<file path="src/hdl/ulc_pkg.sv">
/*
 ulc_pkg: constants, register map, field positions, reset values, state codes and the byte
 swap helper for the serial line configuration block.
 Assumes a 32-bit Avalon-MM register bus with byte addresses and a 25 MHz system clock.
*/
package ulc_pkg;
   // register byte offsets
   localparam logic [4:0] OFF_CFG = 5'h00;
   localparam logic [4:0] OFF_BAUD = 5'h04;
   localparam logic [4:0] OFF_TXD = 5'h08;
   localparam logic [4:0] OFF_RXD = 5'h0c;
   localparam logic [4:0] OFF_STAT = 5'h10;
   // line configuration field positions
   localparam int unsigned B_STOP = 0;
   localparam int unsigned B_PAR_LO = 1;
   localparam int unsigned B_TX_SWAP = 3;
   localparam int unsigned B_RX_SWAP = 4;
   localparam int unsigned B_LOCAL = 5;
   localparam int unsigned B_REMOTE = 6;
   localparam int unsigned B_ECHO = 7;
   localparam int unsigned B_IR = 8;
   localparam int unsigned B_IN_INV = 9;
   localparam int unsigned B_OUT_INV = 10;
   localparam int unsigned B_SAMP_LO = 12;
   localparam int unsigned B_PAD = 16;
   localparam logic [31:0] CFG_MASK = 32'h0001_f7ff;
   localparam logic [31:0] CFG_RST = 32'h0000_0000;
   // baud register: divider low half, infrared pulse width in sixteenths above it
   localparam int unsigned B_DIV_LO = 0;
   localparam int unsigned B_IRW_LO = 16;
   localparam logic [31:0] BAUD_MASK = 32'h000f_ffff;
   localparam logic [31:0] BAUD_RST = 32'h0003_000d;
   // status bit positions
   localparam int unsigned S_LVL_LO = 0;
   localparam int unsigned S_RXV = 8;
   localparam int unsigned S_PERR = 9;
   localparam int unsigned S_FERR = 10;
   localparam int unsigned S_OVR = 11;
   // parity codes
   localparam logic [1:0] PAR_EVEN = 2'h0;
   localparam logic [1:0] PAR_ODD = 2'h1;
   localparam logic [1:0] PAR_NONE = 2'h2;
   // sixteen ticks per bit, eight data bits, four bytes per word
   localparam logic [3:0] PH_LAST = 4'hf;
   localparam logic [2:0] BIT_LAST = 3'h7;
   localparam logic [1:0] BYTE_LAST = 2'h3;
   localparam int unsigned WORD_W = 32;
   localparam int unsigned FIFO_DEPTH = 8;

   typedef enum logic [4:0] {
      TX_IDLE = 5'h01, TX_START = 5'h02, TX_DATA = 5'h04, TX_PAR = 5'h08, TX_STOP = 5'h10
   } ulc_tx_st_t;

   typedef enum logic [4:0] {
      RX_IDLE = 5'h01, RX_START = 5'h02, RX_DATA = 5'h04, RX_PAR = 5'h08, RX_STOP = 5'h10
   } ulc_rx_st_t;

   // reverse the four bytes of a word
   function automatic logic [31:0] ulc_swap32(input logic [31:0] w);
      logic [31:0] r;
      r = 32'h0;
      for (int i = 0; i < 4; i++) begin
         r[8*i +: 8] = w[8*(3-i) +: 8];
      end
      return r;
   endfunction
endpackage

</file>
<file path="src/hdl/ulc_line.sv">
/*
 ulc_line: serial line with configurable framing, infrared signalling, loopback routing and
 word byte swapping, reached over an Avalon-MM slave with waitrequest.
 Assumes a 25 MHz ref_clk, synchronous active-high sys_rst and rx_pin synchronous to ref_clk.
*/
// Added by the designer: the register offsets and the Avalon-MM register port.
`timescale 1ns/1ps
`default_nettype none
module ulc_line (
   input wire logic ref_clk,
   input wire logic sys_rst,
   input wire logic [4:0] avs_address,
   input wire logic avs_read,
   input wire logic avs_write,
   input wire logic [31:0] avs_writedata,
   input wire logic [3:0] avs_byteenable,
   output logic [31:0] avs_readdata,
   output logic avs_waitrequest,
   input wire logic rx_pin,
   output logic tx_pad_out,
   output logic tx_pad_oe
);
   // byte-enable merge restricted to implemented bits
   function automatic logic [31:0] be_merge(input logic [31:0] old, input logic [31:0] wd,
                                            input logic [3:0] be, input logic [31:0] mask);
      logic [31:0] r;
      r = old;
      for (int i = 0; i < 4; i++) begin
         if (be[i]) begin
            r[8*i +: 8] = wd[8*i +: 8];
         end
      end
      return r & mask;
   endfunction

   logic [31:0] cfg_q, cfg_d, baud_q, baud_d, rd_q, rd_d;
   logic wait_q, wait_d, pad_q, pad_d, oe_q, oe_d;
   logic ack, rx_pop, stat_rd;
   logic txf_in_valid, txf_in_ready, txf_out_valid, txf_out_ready;
   logic [31:0] txf_in_data, txf_out_data, stat_word;
   logic [3:0] txf_level;
   logic [15:0] div_q, div_d;
   logic tick;
   ulc_pkg::ulc_tx_st_t tx_st_q, tx_st_d;
   ulc_pkg::ulc_rx_st_t rx_st_q, rx_st_d;
   logic [3:0] tx_ph_q, tx_ph_d, rx_ph_q, rx_ph_d;
   logic [2:0] tx_idx_q, tx_idx_d, rx_idx_q, rx_idx_d;
   logic [1:0] tx_left_q, tx_left_d, asm_n_q, asm_n_d;
   logic [31:0] tx_word_q, tx_word_d, asm_q, asm_d, rxw_q, rxw_d;
   logic [7:0] tx_byte_q, tx_byte_d, rx_byte_q, rx_byte_d;
   logic tx_stop2_q, tx_stop2_d, rxv_q, rxv_d, perr_q, perr_d, ferr_q, ferr_d, ovr_q, ovr_d;
   logic tx_bit, tx_bit_end, rx_sample, rx_line, rx_dec, ir_pulse, par_on, tx_par_bit;
   logic [1:0] par_sel;

   wire ir_on = cfg_q[ulc_pkg::B_IR];
   wire remote_on = cfg_q[ulc_pkg::B_REMOTE];
   wire echo_on = cfg_q[ulc_pkg::B_ECHO];
   wire local_on = cfg_q[ulc_pkg::B_LOCAL];
   wire out_inv = cfg_q[ulc_pkg::B_OUT_INV];
   wire in_inv = cfg_q[ulc_pkg::B_IN_INV];
   wire [3:0] samp_pos = cfg_q[ulc_pkg::B_SAMP_LO +: 4];
   wire [3:0] ir_width = baud_q[ulc_pkg::B_IRW_LO +: 4];

   assign avs_readdata = rd_q;
   assign avs_waitrequest = wait_q;
   assign tx_pad_out = pad_q;
   assign tx_pad_oe = oe_q;
   assign par_sel = cfg_q[ulc_pkg::B_PAR_LO +: 2];
   assign par_on = (par_sel == ulc_pkg::PAR_EVEN) || (par_sel == ulc_pkg::PAR_ODD);

   // status word assembly
   always_comb begin
      stat_word = 32'h0;
      stat_word[ulc_pkg::S_LVL_LO +: 4] = txf_level;
      stat_word[ulc_pkg::S_RXV] = rxv_q;
      stat_word[ulc_pkg::S_PERR] = perr_q;
      stat_word[ulc_pkg::S_FERR] = ferr_q;
      stat_word[ulc_pkg::S_OVR] = ovr_q;
   end

   // bus slave: one answer cycle per request; a full transmit FIFO holds waitrequest high
   always_comb begin
      ack = 1'b0;
      rx_pop = 1'b0;
      stat_rd = 1'b0;
      txf_in_valid = 1'b0;
      rd_d = rd_q;
      cfg_d = cfg_q;
      baud_d = baud_q;
      if ((avs_read || avs_write) && wait_q) begin
         if (avs_write && avs_address == ulc_pkg::OFF_TXD) begin
            txf_in_valid = 1'b1;
            ack = txf_in_ready;
         end else begin
            ack = 1'b1;
         end
         if (ack && avs_read) begin
            case (avs_address)
               ulc_pkg::OFF_CFG: rd_d = cfg_q;
               ulc_pkg::OFF_BAUD: rd_d = baud_q;
               ulc_pkg::OFF_RXD: begin
                  rd_d = rxw_q;
                  rx_pop = 1'b1;
               end
               ulc_pkg::OFF_STAT: begin
                  rd_d = stat_word;
                  stat_rd = 1'b1;
               end
               default: rd_d = 32'h0;
            endcase
         end
         if (ack && avs_write) begin
            case (avs_address)
               ulc_pkg::OFF_CFG: cfg_d = be_merge(cfg_q, avs_writedata, avs_byteenable,
                                                  ulc_pkg::CFG_MASK);
               ulc_pkg::OFF_BAUD: baud_d = be_merge(baud_q, avs_writedata, avs_byteenable,
                                                    ulc_pkg::BAUD_MASK);
               default: ;
            endcase
         end
      end
      wait_d = !ack;
   end
   assign txf_in_data = cfg_q[ulc_pkg::B_TX_SWAP] ?
                        ulc_pkg::ulc_swap32(avs_writedata) : avs_writedata;

   always_ff @(posedge ref_clk) begin
      if (sys_rst) begin
         wait_q <= 1'b1;
         rd_q <= 32'h0;
         cfg_q <= ulc_pkg::CFG_RST;
         baud_q <= ulc_pkg::BAUD_RST;
      end else begin
         wait_q <= wait_d;
         rd_q <= rd_d;
         cfg_q <= cfg_d;
         baud_q <= baud_d;
      end
   end

   ulc_fifo #(.WIDTH(ulc_pkg::WORD_W), .DEPTH(ulc_pkg::FIFO_DEPTH)) u_txf (
      .ref_clk(ref_clk),
      .sys_rst(sys_rst),
      .in_valid(txf_in_valid),
      .in_ready(txf_in_ready),
      .in_data(txf_in_data),
      .out_valid(txf_out_valid),
      .out_ready(txf_out_ready),
      .out_data(txf_out_data),
      .level(txf_level)
   );

   // sixteenth-bit tick; a divider of n gives n+1 clocks per tick
   assign tick = (div_q == 16'h0);
   assign div_d = tick ? baud_q[ulc_pkg::B_DIV_LO +: 16] : div_q - 16'h1;

   // transmitter: bytes leave each word low byte first
   assign tx_bit_end = tick && (tx_ph_q == ulc_pkg::PH_LAST);
   assign tx_par_bit = (par_sel == ulc_pkg::PAR_ODD) ? ~^tx_byte_q : ^tx_byte_q;
   always_comb begin
      case (tx_st_q)
         ulc_pkg::TX_START: tx_bit = 1'b0;
         ulc_pkg::TX_DATA: tx_bit = tx_byte_q[tx_idx_q];
         ulc_pkg::TX_PAR: tx_bit = tx_par_bit;
         default: tx_bit = 1'b1;
      endcase
   end

   always_comb begin
      tx_st_d = tx_st_q;
      tx_idx_d = tx_idx_q;
      tx_left_d = tx_left_q;
      tx_word_d = tx_word_q;
      tx_byte_d = tx_byte_q;
      tx_stop2_d = tx_stop2_q;
      tx_ph_d = (tick && tx_st_q != ulc_pkg::TX_IDLE) ? tx_ph_q + 4'h1 : tx_ph_q;
      txf_out_ready = 1'b0;
      case (tx_st_q)
         ulc_pkg::TX_IDLE: begin
            tx_ph_d = 4'h0;
            if (tx_left_q != 2'h0) begin
               tx_byte_d = tx_word_q[15:8];
               tx_word_d = {8'h00, tx_word_q[31:8]};
               tx_left_d = tx_left_q - 2'h1;
               tx_st_d = ulc_pkg::TX_START;
            end else if (txf_out_valid) begin
               txf_out_ready = 1'b1;
               tx_word_d = txf_out_data;
               tx_byte_d = txf_out_data[7:0];
               tx_left_d = ulc_pkg::BYTE_LAST;
               tx_st_d = ulc_pkg::TX_START;
            end
         end
         ulc_pkg::TX_START: if (tx_bit_end) begin
            tx_idx_d = 3'h0;
            tx_st_d = ulc_pkg::TX_DATA;
         end
         ulc_pkg::TX_DATA: if (tx_bit_end) begin
            tx_idx_d = tx_idx_q + 3'h1;
            tx_stop2_d = 1'b0;
            if (tx_idx_q == ulc_pkg::BIT_LAST) begin
               tx_st_d = par_on ? ulc_pkg::TX_PAR : ulc_pkg::TX_STOP;
            end
         end
         ulc_pkg::TX_PAR: if (tx_bit_end) begin
            tx_st_d = ulc_pkg::TX_STOP;
         end
         ulc_pkg::TX_STOP: if (tx_bit_end) begin
            // second stop bit only when requested
            if (cfg_q[ulc_pkg::B_STOP] && !tx_stop2_q) begin
               tx_stop2_d = 1'b1;
            end else begin
               tx_st_d = ulc_pkg::TX_IDLE;
            end
         end
         default: tx_st_d = ulc_pkg::TX_IDLE;
      endcase
   end

   // pad drive: remote wins over echo, echo over local; pad enable gates the driver
   assign ir_pulse = !tx_bit && (tx_ph_q < ir_width);
   always_comb begin
      if (remote_on || echo_on) begin
         pad_d = rx_pin;
      end else if (ir_on) begin
         pad_d = ir_pulse ^ out_inv;
      end else begin
         pad_d = tx_bit;
      end
      oe_d = cfg_q[ulc_pkg::B_PAD];
   end

   // receive line selection; remote loopback parks the receiver at idle
   assign rx_dec = ir_on ? ~(rx_pin ^ in_inv) : rx_pin;
   always_comb begin
      if (remote_on) begin
         rx_line = 1'b1;
      end else if (echo_on || !local_on) begin
         rx_line = rx_dec;
      end else begin
         rx_line = tx_bit;
      end
   end

   // receiver; it checks only the first stop bit, so two-stop frames also resync there
   assign rx_sample = tick && (rx_st_q != ulc_pkg::RX_IDLE) && (rx_ph_q == samp_pos);
   always_comb begin
      rx_st_d = rx_st_q;
      rx_idx_d = rx_idx_q;
      rx_byte_d = rx_byte_q;
      asm_d = asm_q;
      asm_n_d = asm_n_q;
      rxw_d = rxw_q;
      rxv_d = rx_pop ? 1'b0 : rxv_q;
      perr_d = stat_rd ? 1'b0 : perr_q;
      ferr_d = stat_rd ? 1'b0 : ferr_q;
      ovr_d = stat_rd ? 1'b0 : ovr_q;
      rx_ph_d = tick ? rx_ph_q + 4'h1 : rx_ph_q;
      case (rx_st_q)
         ulc_pkg::RX_IDLE: begin
            rx_ph_d = 4'h0;
            if (tick && !rx_line) begin
               rx_st_d = ulc_pkg::RX_START;
            end
         end
         ulc_pkg::RX_START: if (rx_sample) begin
            rx_idx_d = 3'h0;
            rx_st_d = rx_line ? ulc_pkg::RX_IDLE : ulc_pkg::RX_DATA;
         end
         ulc_pkg::RX_DATA: if (rx_sample) begin
            rx_byte_d[rx_idx_q] = rx_line;
            rx_idx_d = rx_idx_q + 3'h1;
            if (rx_idx_q == ulc_pkg::BIT_LAST) begin
               rx_st_d = par_on ? ulc_pkg::RX_PAR : ulc_pkg::RX_STOP;
            end
         end
         ulc_pkg::RX_PAR: if (rx_sample) begin
            if (rx_line != ((par_sel == ulc_pkg::PAR_ODD) ? ~^rx_byte_q : ^rx_byte_q)) begin
               perr_d = 1'b1; // set wins over a status read
            end
            rx_st_d = ulc_pkg::RX_STOP;
         end
         ulc_pkg::RX_STOP: if (rx_sample) begin
            if (!rx_line) begin
               ferr_d = 1'b1;
            end
            asm_d[8*asm_n_q +: 8] = rx_byte_q;
            asm_n_d = asm_n_q + 2'h1;
            if (asm_n_q == ulc_pkg::BYTE_LAST) begin
               rxw_d = cfg_q[ulc_pkg::B_RX_SWAP] ? ulc_pkg::ulc_swap32(asm_d) : asm_d;
               ovr_d = ovr_d || (rxv_q && !rx_pop); // a new overrun beats a status read in the same cycle
               rxv_d = 1'b1; // a new word beats a read in the same cycle
            end
            rx_st_d = ulc_pkg::RX_IDLE;
         end
         default: rx_st_d = ulc_pkg::RX_IDLE;
      endcase
   end

   always_ff @(posedge ref_clk) begin
      if (sys_rst) begin
         div_q <= 16'h0;
         tx_st_q <= ulc_pkg::TX_IDLE;
         tx_ph_q <= 4'h0;
         tx_idx_q <= 3'h0;
         tx_left_q <= 2'h0;
         tx_word_q <= 32'h0;
         tx_byte_q <= 8'h00;
         tx_stop2_q <= 1'b0;
         pad_q <= 1'b1;
         oe_q <= 1'b0;
         rx_st_q <= ulc_pkg::RX_IDLE;
         rx_ph_q <= 4'h0;
         rx_idx_q <= 3'h0;
         rx_byte_q <= 8'h00;
         asm_q <= 32'h0;
         asm_n_q <= 2'h0;
         rxw_q <= 32'h0;
         rxv_q <= 1'b0;
         perr_q <= 1'b0;
         ferr_q <= 1'b0;
         ovr_q <= 1'b0;
      end else begin
         div_q <= div_d;
         tx_st_q <= tx_st_d;
         tx_ph_q <= tx_ph_d;
         tx_idx_q <= tx_idx_d;
         tx_left_q <= tx_left_d;
         tx_word_q <= tx_word_d;
         tx_byte_q <= tx_byte_d;
         tx_stop2_q <= tx_stop2_d;
         pad_q <= pad_d;
         oe_q <= oe_d;
         rx_st_q <= rx_st_d;
         rx_ph_q <= rx_ph_d;
         rx_idx_q <= rx_idx_d;
         rx_byte_q <= rx_byte_d;
         asm_q <= asm_d;
         asm_n_q <= asm_n_d;
         rxw_q <= rxw_d;
         rxv_q <= rxv_d;
         perr_q <= perr_d;
         ferr_q <= ferr_d;
         ovr_q <= ovr_d;
      end
   end
endmodule
`default_nettype wire

</file>
<file path="src/hdl/ulc_fifo.sv">
/*
 ulc_fifo: word FIFO with valid/ready on both sides, width and depth as parameters.
 Assumes one clock, synchronous active-high reset and a power-of-two depth.
*/
`timescale 1ns/1ps
`default_nettype none
module ulc_fifo #(
   parameter int unsigned WIDTH = 32,
   parameter int unsigned DEPTH = 8
) (
   input wire logic ref_clk,
   input wire logic sys_rst,
   input wire logic in_valid,
   output logic in_ready,
   input wire logic [WIDTH-1:0] in_data,
   output logic out_valid,
   input wire logic out_ready,
   output logic [WIDTH-1:0] out_data,
   output logic [$clog2(DEPTH):0] level
);
   localparam int unsigned PW = $clog2(DEPTH);
   localparam logic [PW:0] FULL = DEPTH[PW:0];

   logic [WIDTH-1:0] mem_q [DEPTH];
   logic [PW-1:0] wr_q, wr_d, rd_q, rd_d;
   logic [PW:0] cnt_q, cnt_d;
   logic push, pop;

   // flags come from the count register, so full and empty are exact
   assign in_ready = (cnt_q != FULL);
   assign out_valid = (cnt_q != '0);
   assign out_data = mem_q[rd_q];
   assign level = cnt_q;
   assign push = in_valid && in_ready;
   assign pop = out_valid && out_ready;

   // pointer and count update
   always_comb begin
      wr_d = push ? wr_q + 1'b1 : wr_q;
      rd_d = pop ? rd_q + 1'b1 : rd_q;
      cnt_d = cnt_q;
      if (push && !pop) begin
         cnt_d = cnt_q + 1'b1;
      end else if (pop && !push) begin
         cnt_d = cnt_q - 1'b1;
      end
   end

   always_ff @(posedge ref_clk) begin
      if (sys_rst) begin
         wr_q <= '0;
         rd_q <= '0;
         cnt_q <= '0;
      end else begin
         wr_q <= wr_d;
         rd_q <= rd_d;
         cnt_q <= cnt_d;
      end
   end

   // storage needs no reset; only written words are ever read
   always_ff @(posedge ref_clk) begin
      if (push) begin
         mem_q[wr_q] <= in_data;
      end
   end
endmodule
`default_nettype wire

</file>
<file path="config.mk">
export PLATFORM = sky130hd
export DESIGN_NAME = ulc_line
export DESIGN_NICKNAME = d
export VERILOG_FILES = /design/src/hdl/ulc_pkg.sv /design/src/hdl/ulc_line.sv /design/src/hdl/ulc_fifo.sv
export SDC_FILE = /design/constraint.sdc
export NUM_CORES = 1
export LEC_CHECK = 0
export BUFFER_PORTS_ARGS = -buffer_cell sky130_fd_sc_hd__buf_2
export CAP_MARGIN = 15
export CORE_UTILIZATION = 45
export DETAILED_ROUTE_END_ITERATION = 6
export GPL_TIMING_DRIVEN = 0
export PLACE_DENSITY = 0.7
export SLEW_MARGIN = 20
export SYNTH_ARGS = -nofsm -noshare
export SYNTH_HDL_FRONTEND = slang
export SYNTH_SLANG_ARGS = --single-unit
</file>
<file path="constraint.sdc">
create_clock -name ref_clk -period 11.3 [get_ports ref_clk]
set_input_delay 2.26 -clock ref_clk [delete_from_list [all_inputs] [get_ports ref_clk]]
set_output_delay 2.26 -clock ref_clk [all_outputs]
set_load 0.1 [all_outputs]
</file>
==> results by group <==
Drt
  – First-pass detailed-route iteration total: 6
  – Initial DRC Count: 1,366
  – Remaining antenna violation count after routing: 0
  – DRC Markers: 0
  – Wirelength per Cell: 22.30 um
  – Via count: 14,440
  – WL final: 55,450 um
  – Routed vias/inst: 5.809

Synthesis
  – #FFs+latches synth: 493
  – Cell count after synthesis: 1,701
  – Yosys warning count: 0
  – Mapped Nets: 1,770
  – Sequential-to-total area share from yosys stat: 0.5932
  – Mapped cell area: 0.02096 mm2
  – Number of synthesized flops with an enable pin: 256
  – Top area cells in the synthesized netlist: edfxtp_1 37%, dfxtp_1 23%, mux4_2 7.0%
  – Synth Flop Type: edfxtp_1
  – Yosys cell types: 71
  – Yosys top cell by area: edfxtp_1
  – Top-area cell type share of the netlist area: 0.3668
  – FFs w/ async S/R, synth: 0
  – Mapped Avg Cell Area: 12.32 um2

Pwr
  – P_sw: 1.272 mW
  – Part of the power in registers: 0.457
  – Leakage power: 8.022 nW
  – Combinational cell fraction of total power: 0.172
  – Sw Ratio: 0.2838
  – Max VDD drop: 0.1413 mV
  – Pwr Total: 4.484 mW
  – Internal Power: 3.212 mW
  – Pwr dens: 186.8 mW/mm2
  – Clock power share: 0.370

Timing
  – Hold slack: 0.4550 ns
  – Final slew viol count: 0
  – Relative slew slack: 0.2399
  – Setup ws final: 6.384 ns
  – Fin. Hold Viols: 0
  – Setup TNS: 0 ns
  – Max Clock Freq: 203.4 MHz
  – Final Setup Violations: 0
  – Slew @ Worst Pin: 1.131 ns
  – Post-route clock period utilization: 0.4351
  – Final critical-path required period: 4.916 ns
  – RSZ-0062 raised after global routing: false
  – Clk_skew: 0.03042 ns

Worst setup path
  – Launch point of the worst path: avs_address[1]
  – End of the worst register-to-register path: u_txf.level[3]
  – R2R setup slack: 7.90 ns
  – Startpoint types: primary input
  – Worst Path Required: 11.62 ns
  – Critical Path End Type: register
  – Worst setup path endpoint: u_txf.mem_q[1][16]
  – CP Max Fanout: 8
  – Critical path type: primary input to register
  – Worst R2R Start: u_txf.level[0]
  – CP arrival: 5.24 ns
  – R2r worst-path depth: 11

Clock tree
  – Clock Sinks: 493
  – Clk root buf: clkbuf_16
  – CTS H-tree lvls: 2
  – Max Root-Sink Buffers: 3
  – Clock latency at the later pin of the worst-skew pair: 0.62 ns
  – TritonCTS clock tree: built
  – Clk pin slew, worst setup/hold paths: 0.06 ns
  – Setup bufs post-CTS: 0
  – TritonCTS Buffers: 51
  – CTS-repair resized insts: 0
  – Cts hold-fix bufs: 0

Cells and area
  – Commonest non-fill, non-tap cells in the layout: 256 x edfxtp_1, 250 x nor2_1, 237 x dfxtp_1
  – Final std cells w/o fill: 2,486
  – Total Nets Final: 1,914
  – Antenna cells: 0
  – Layout cell share with drive strength beyond 1: 0.1686
  – Most common cell after layout, fill and taps aside: edfxtp_1
  – Area Overhead vs Synth: 14.55%

Placement
  – I/O Buffers: 76
  – RePlAce Congestion: 0.8814
  – Post-Place Setup Slack: 5.744 ns
  – Post-DP HPWL: 39,560 um
  – Inst Count DP: 2,392

GRT
  – Tot GR Track Use: 0.2363
  – First-pass GRT wire length: 84,660 um
  – Initial antenna violation count: 1
  – Vias in the first global route: 14,350
  – Largest net degree at the start of global routing: 21
  – Grt total ovfl: 0

Floorplan
  – CORE AREA: 0.04567 mm2
  – Starting Density: 0.4589
  – Vert. Die Dim: 217.8 um
  – Die width: 217.8 um
  – Die area: 0.04744 mm2
  – Top-Level Pins: 81
  – Row count: 78

Status
  – Status: complete, no violations

Hold path
  – Hold Path Class: register to register

Flow run
  – Max Cap Violations: 0
-- layer usage --
layer / track usage / vias to the layer above / routed length, um
met2: 0.4012 / 565 / 27190
met1: 0.2998 / 7154 / 22410
met4: 0.09627 / 2 / 2039
met5: 0 / - / 11
li1: - / 6591 / -
met3: 0.03933 / 129 / 3794
-- synth_stat cells, types with 9 or more instances --
cell      instances
mux4_2           65
edfxtp_1        256
nor2b_1          23
and3_1           10
mux2i_1         113
a21oi_1         119
xnor2_1          25
nor2_1          256
buf_1            13
nand2_1          93
nand3_1          36
nor3_1           25
nand2b_1          9
xor2_1           19
a22oi_1          24
a22o_1           25
ha_1             22
mux2_2           41
or3_1            10
inv_1            20
dfxtp_1         237
clkbuf_1         80
a211oi_1         53
o21ai_0          27
-- final cells by class --
type | count | area [um2]
fill | 3890 | 21670
inverter | 20 | 75.07
clock buffer | 60 | 1330
tap | 600 | 750.7
timing repair buffer | 91 | 598.1
buffer | 105 | 431.7
multi-input combinational | 1083 | 8075
clock inverter | 34 | 314.1
sequential | 493 | 12430
-- through the flow --
step,utilization,instance area [um2]
after floorplan,-,20960
after global placement,0.4836,22090
after detailed placement,0.4896,22360
after CTS,0.5256,24010
after global routing,0.5256,24010
final,0.5256,24010
-- critical path, cell delays in order --
cell	delay, ns
buf_2	0.10
or3_1	0.36
clkbuf_1	0.16
nor3_1	0.67
nand2_1	0.40
nor3_2	0.65
buf_6	0.25
buf_4	0.21
buf_6	0.16
-- sequential cells by signal, indices dropped and copies added, names as in the netlist, 2 cells and up, named ones only --
name,flops
tx_word_q,32
rx_idx_q,3
tx_ph_q,4
div_q,16
rx_byte_q,8
rx_st_q,5
u_txf.mem_q,256
u_txf.rd_q,3
tx_st_q,5
tx_idx_q,3
asm_q,32
rx_ph_q,4
baud_q,20
tx_left_q,2
avs_readdata,32
rxw_q,32
u_txf.wr_q,3
u_txf.level,4
cfg_q,16
asm_n_q,2
-- logic make-up after synthesis --
logic type / Yosys count / synth area share
buffers and inverters: 125 / 0.02412
XOR/XNOR: 45 / 0.01946
multiplexers: 220 / 0.1466
AND/OR/NAND/NOR: 509 / 0.1119
flip-flops: 493 / 0.5932
AO/OA/AOI/OAI: 286 / 0.09063
adder cells (fa/ha/maj): 23 / 0.01409
-- power groups by stage --
stage / Clock (mW) / Sequential (mW) / Combinational, mW
final: 1.66 / 2.05 / 0.773
after global routing: 1.74 / 2.06 / 0.853
after CTS: 1.67 / 2.05 / 0.771
after detailed placement: 0 / 2.08 / 0.763
after global placement: 0 / 2.08 / 0.744
after floorplan: 0 / 2.07 / 0.571
-- worst min-delay path by stage --
| stage | depth (start not counted) | to | start |
|---|---|---|---|
| floorplan | 2 | ferr_q | ferr_q |
| global placement | 2 | avs_readdata[21] | avs_readdata[21] |
| detailed placement | 2 | avs_readdata[23] | avs_readdata[23] |
| CTS | 2 | avs_readdata[23] | avs_readdata[23] |
| global route | 2 | avs_readdata[11] | avs_readdata[11] |
| finish | 2 | avs_readdata[21] | avs_readdata[21] |
(Power assumes the default switching activity.)
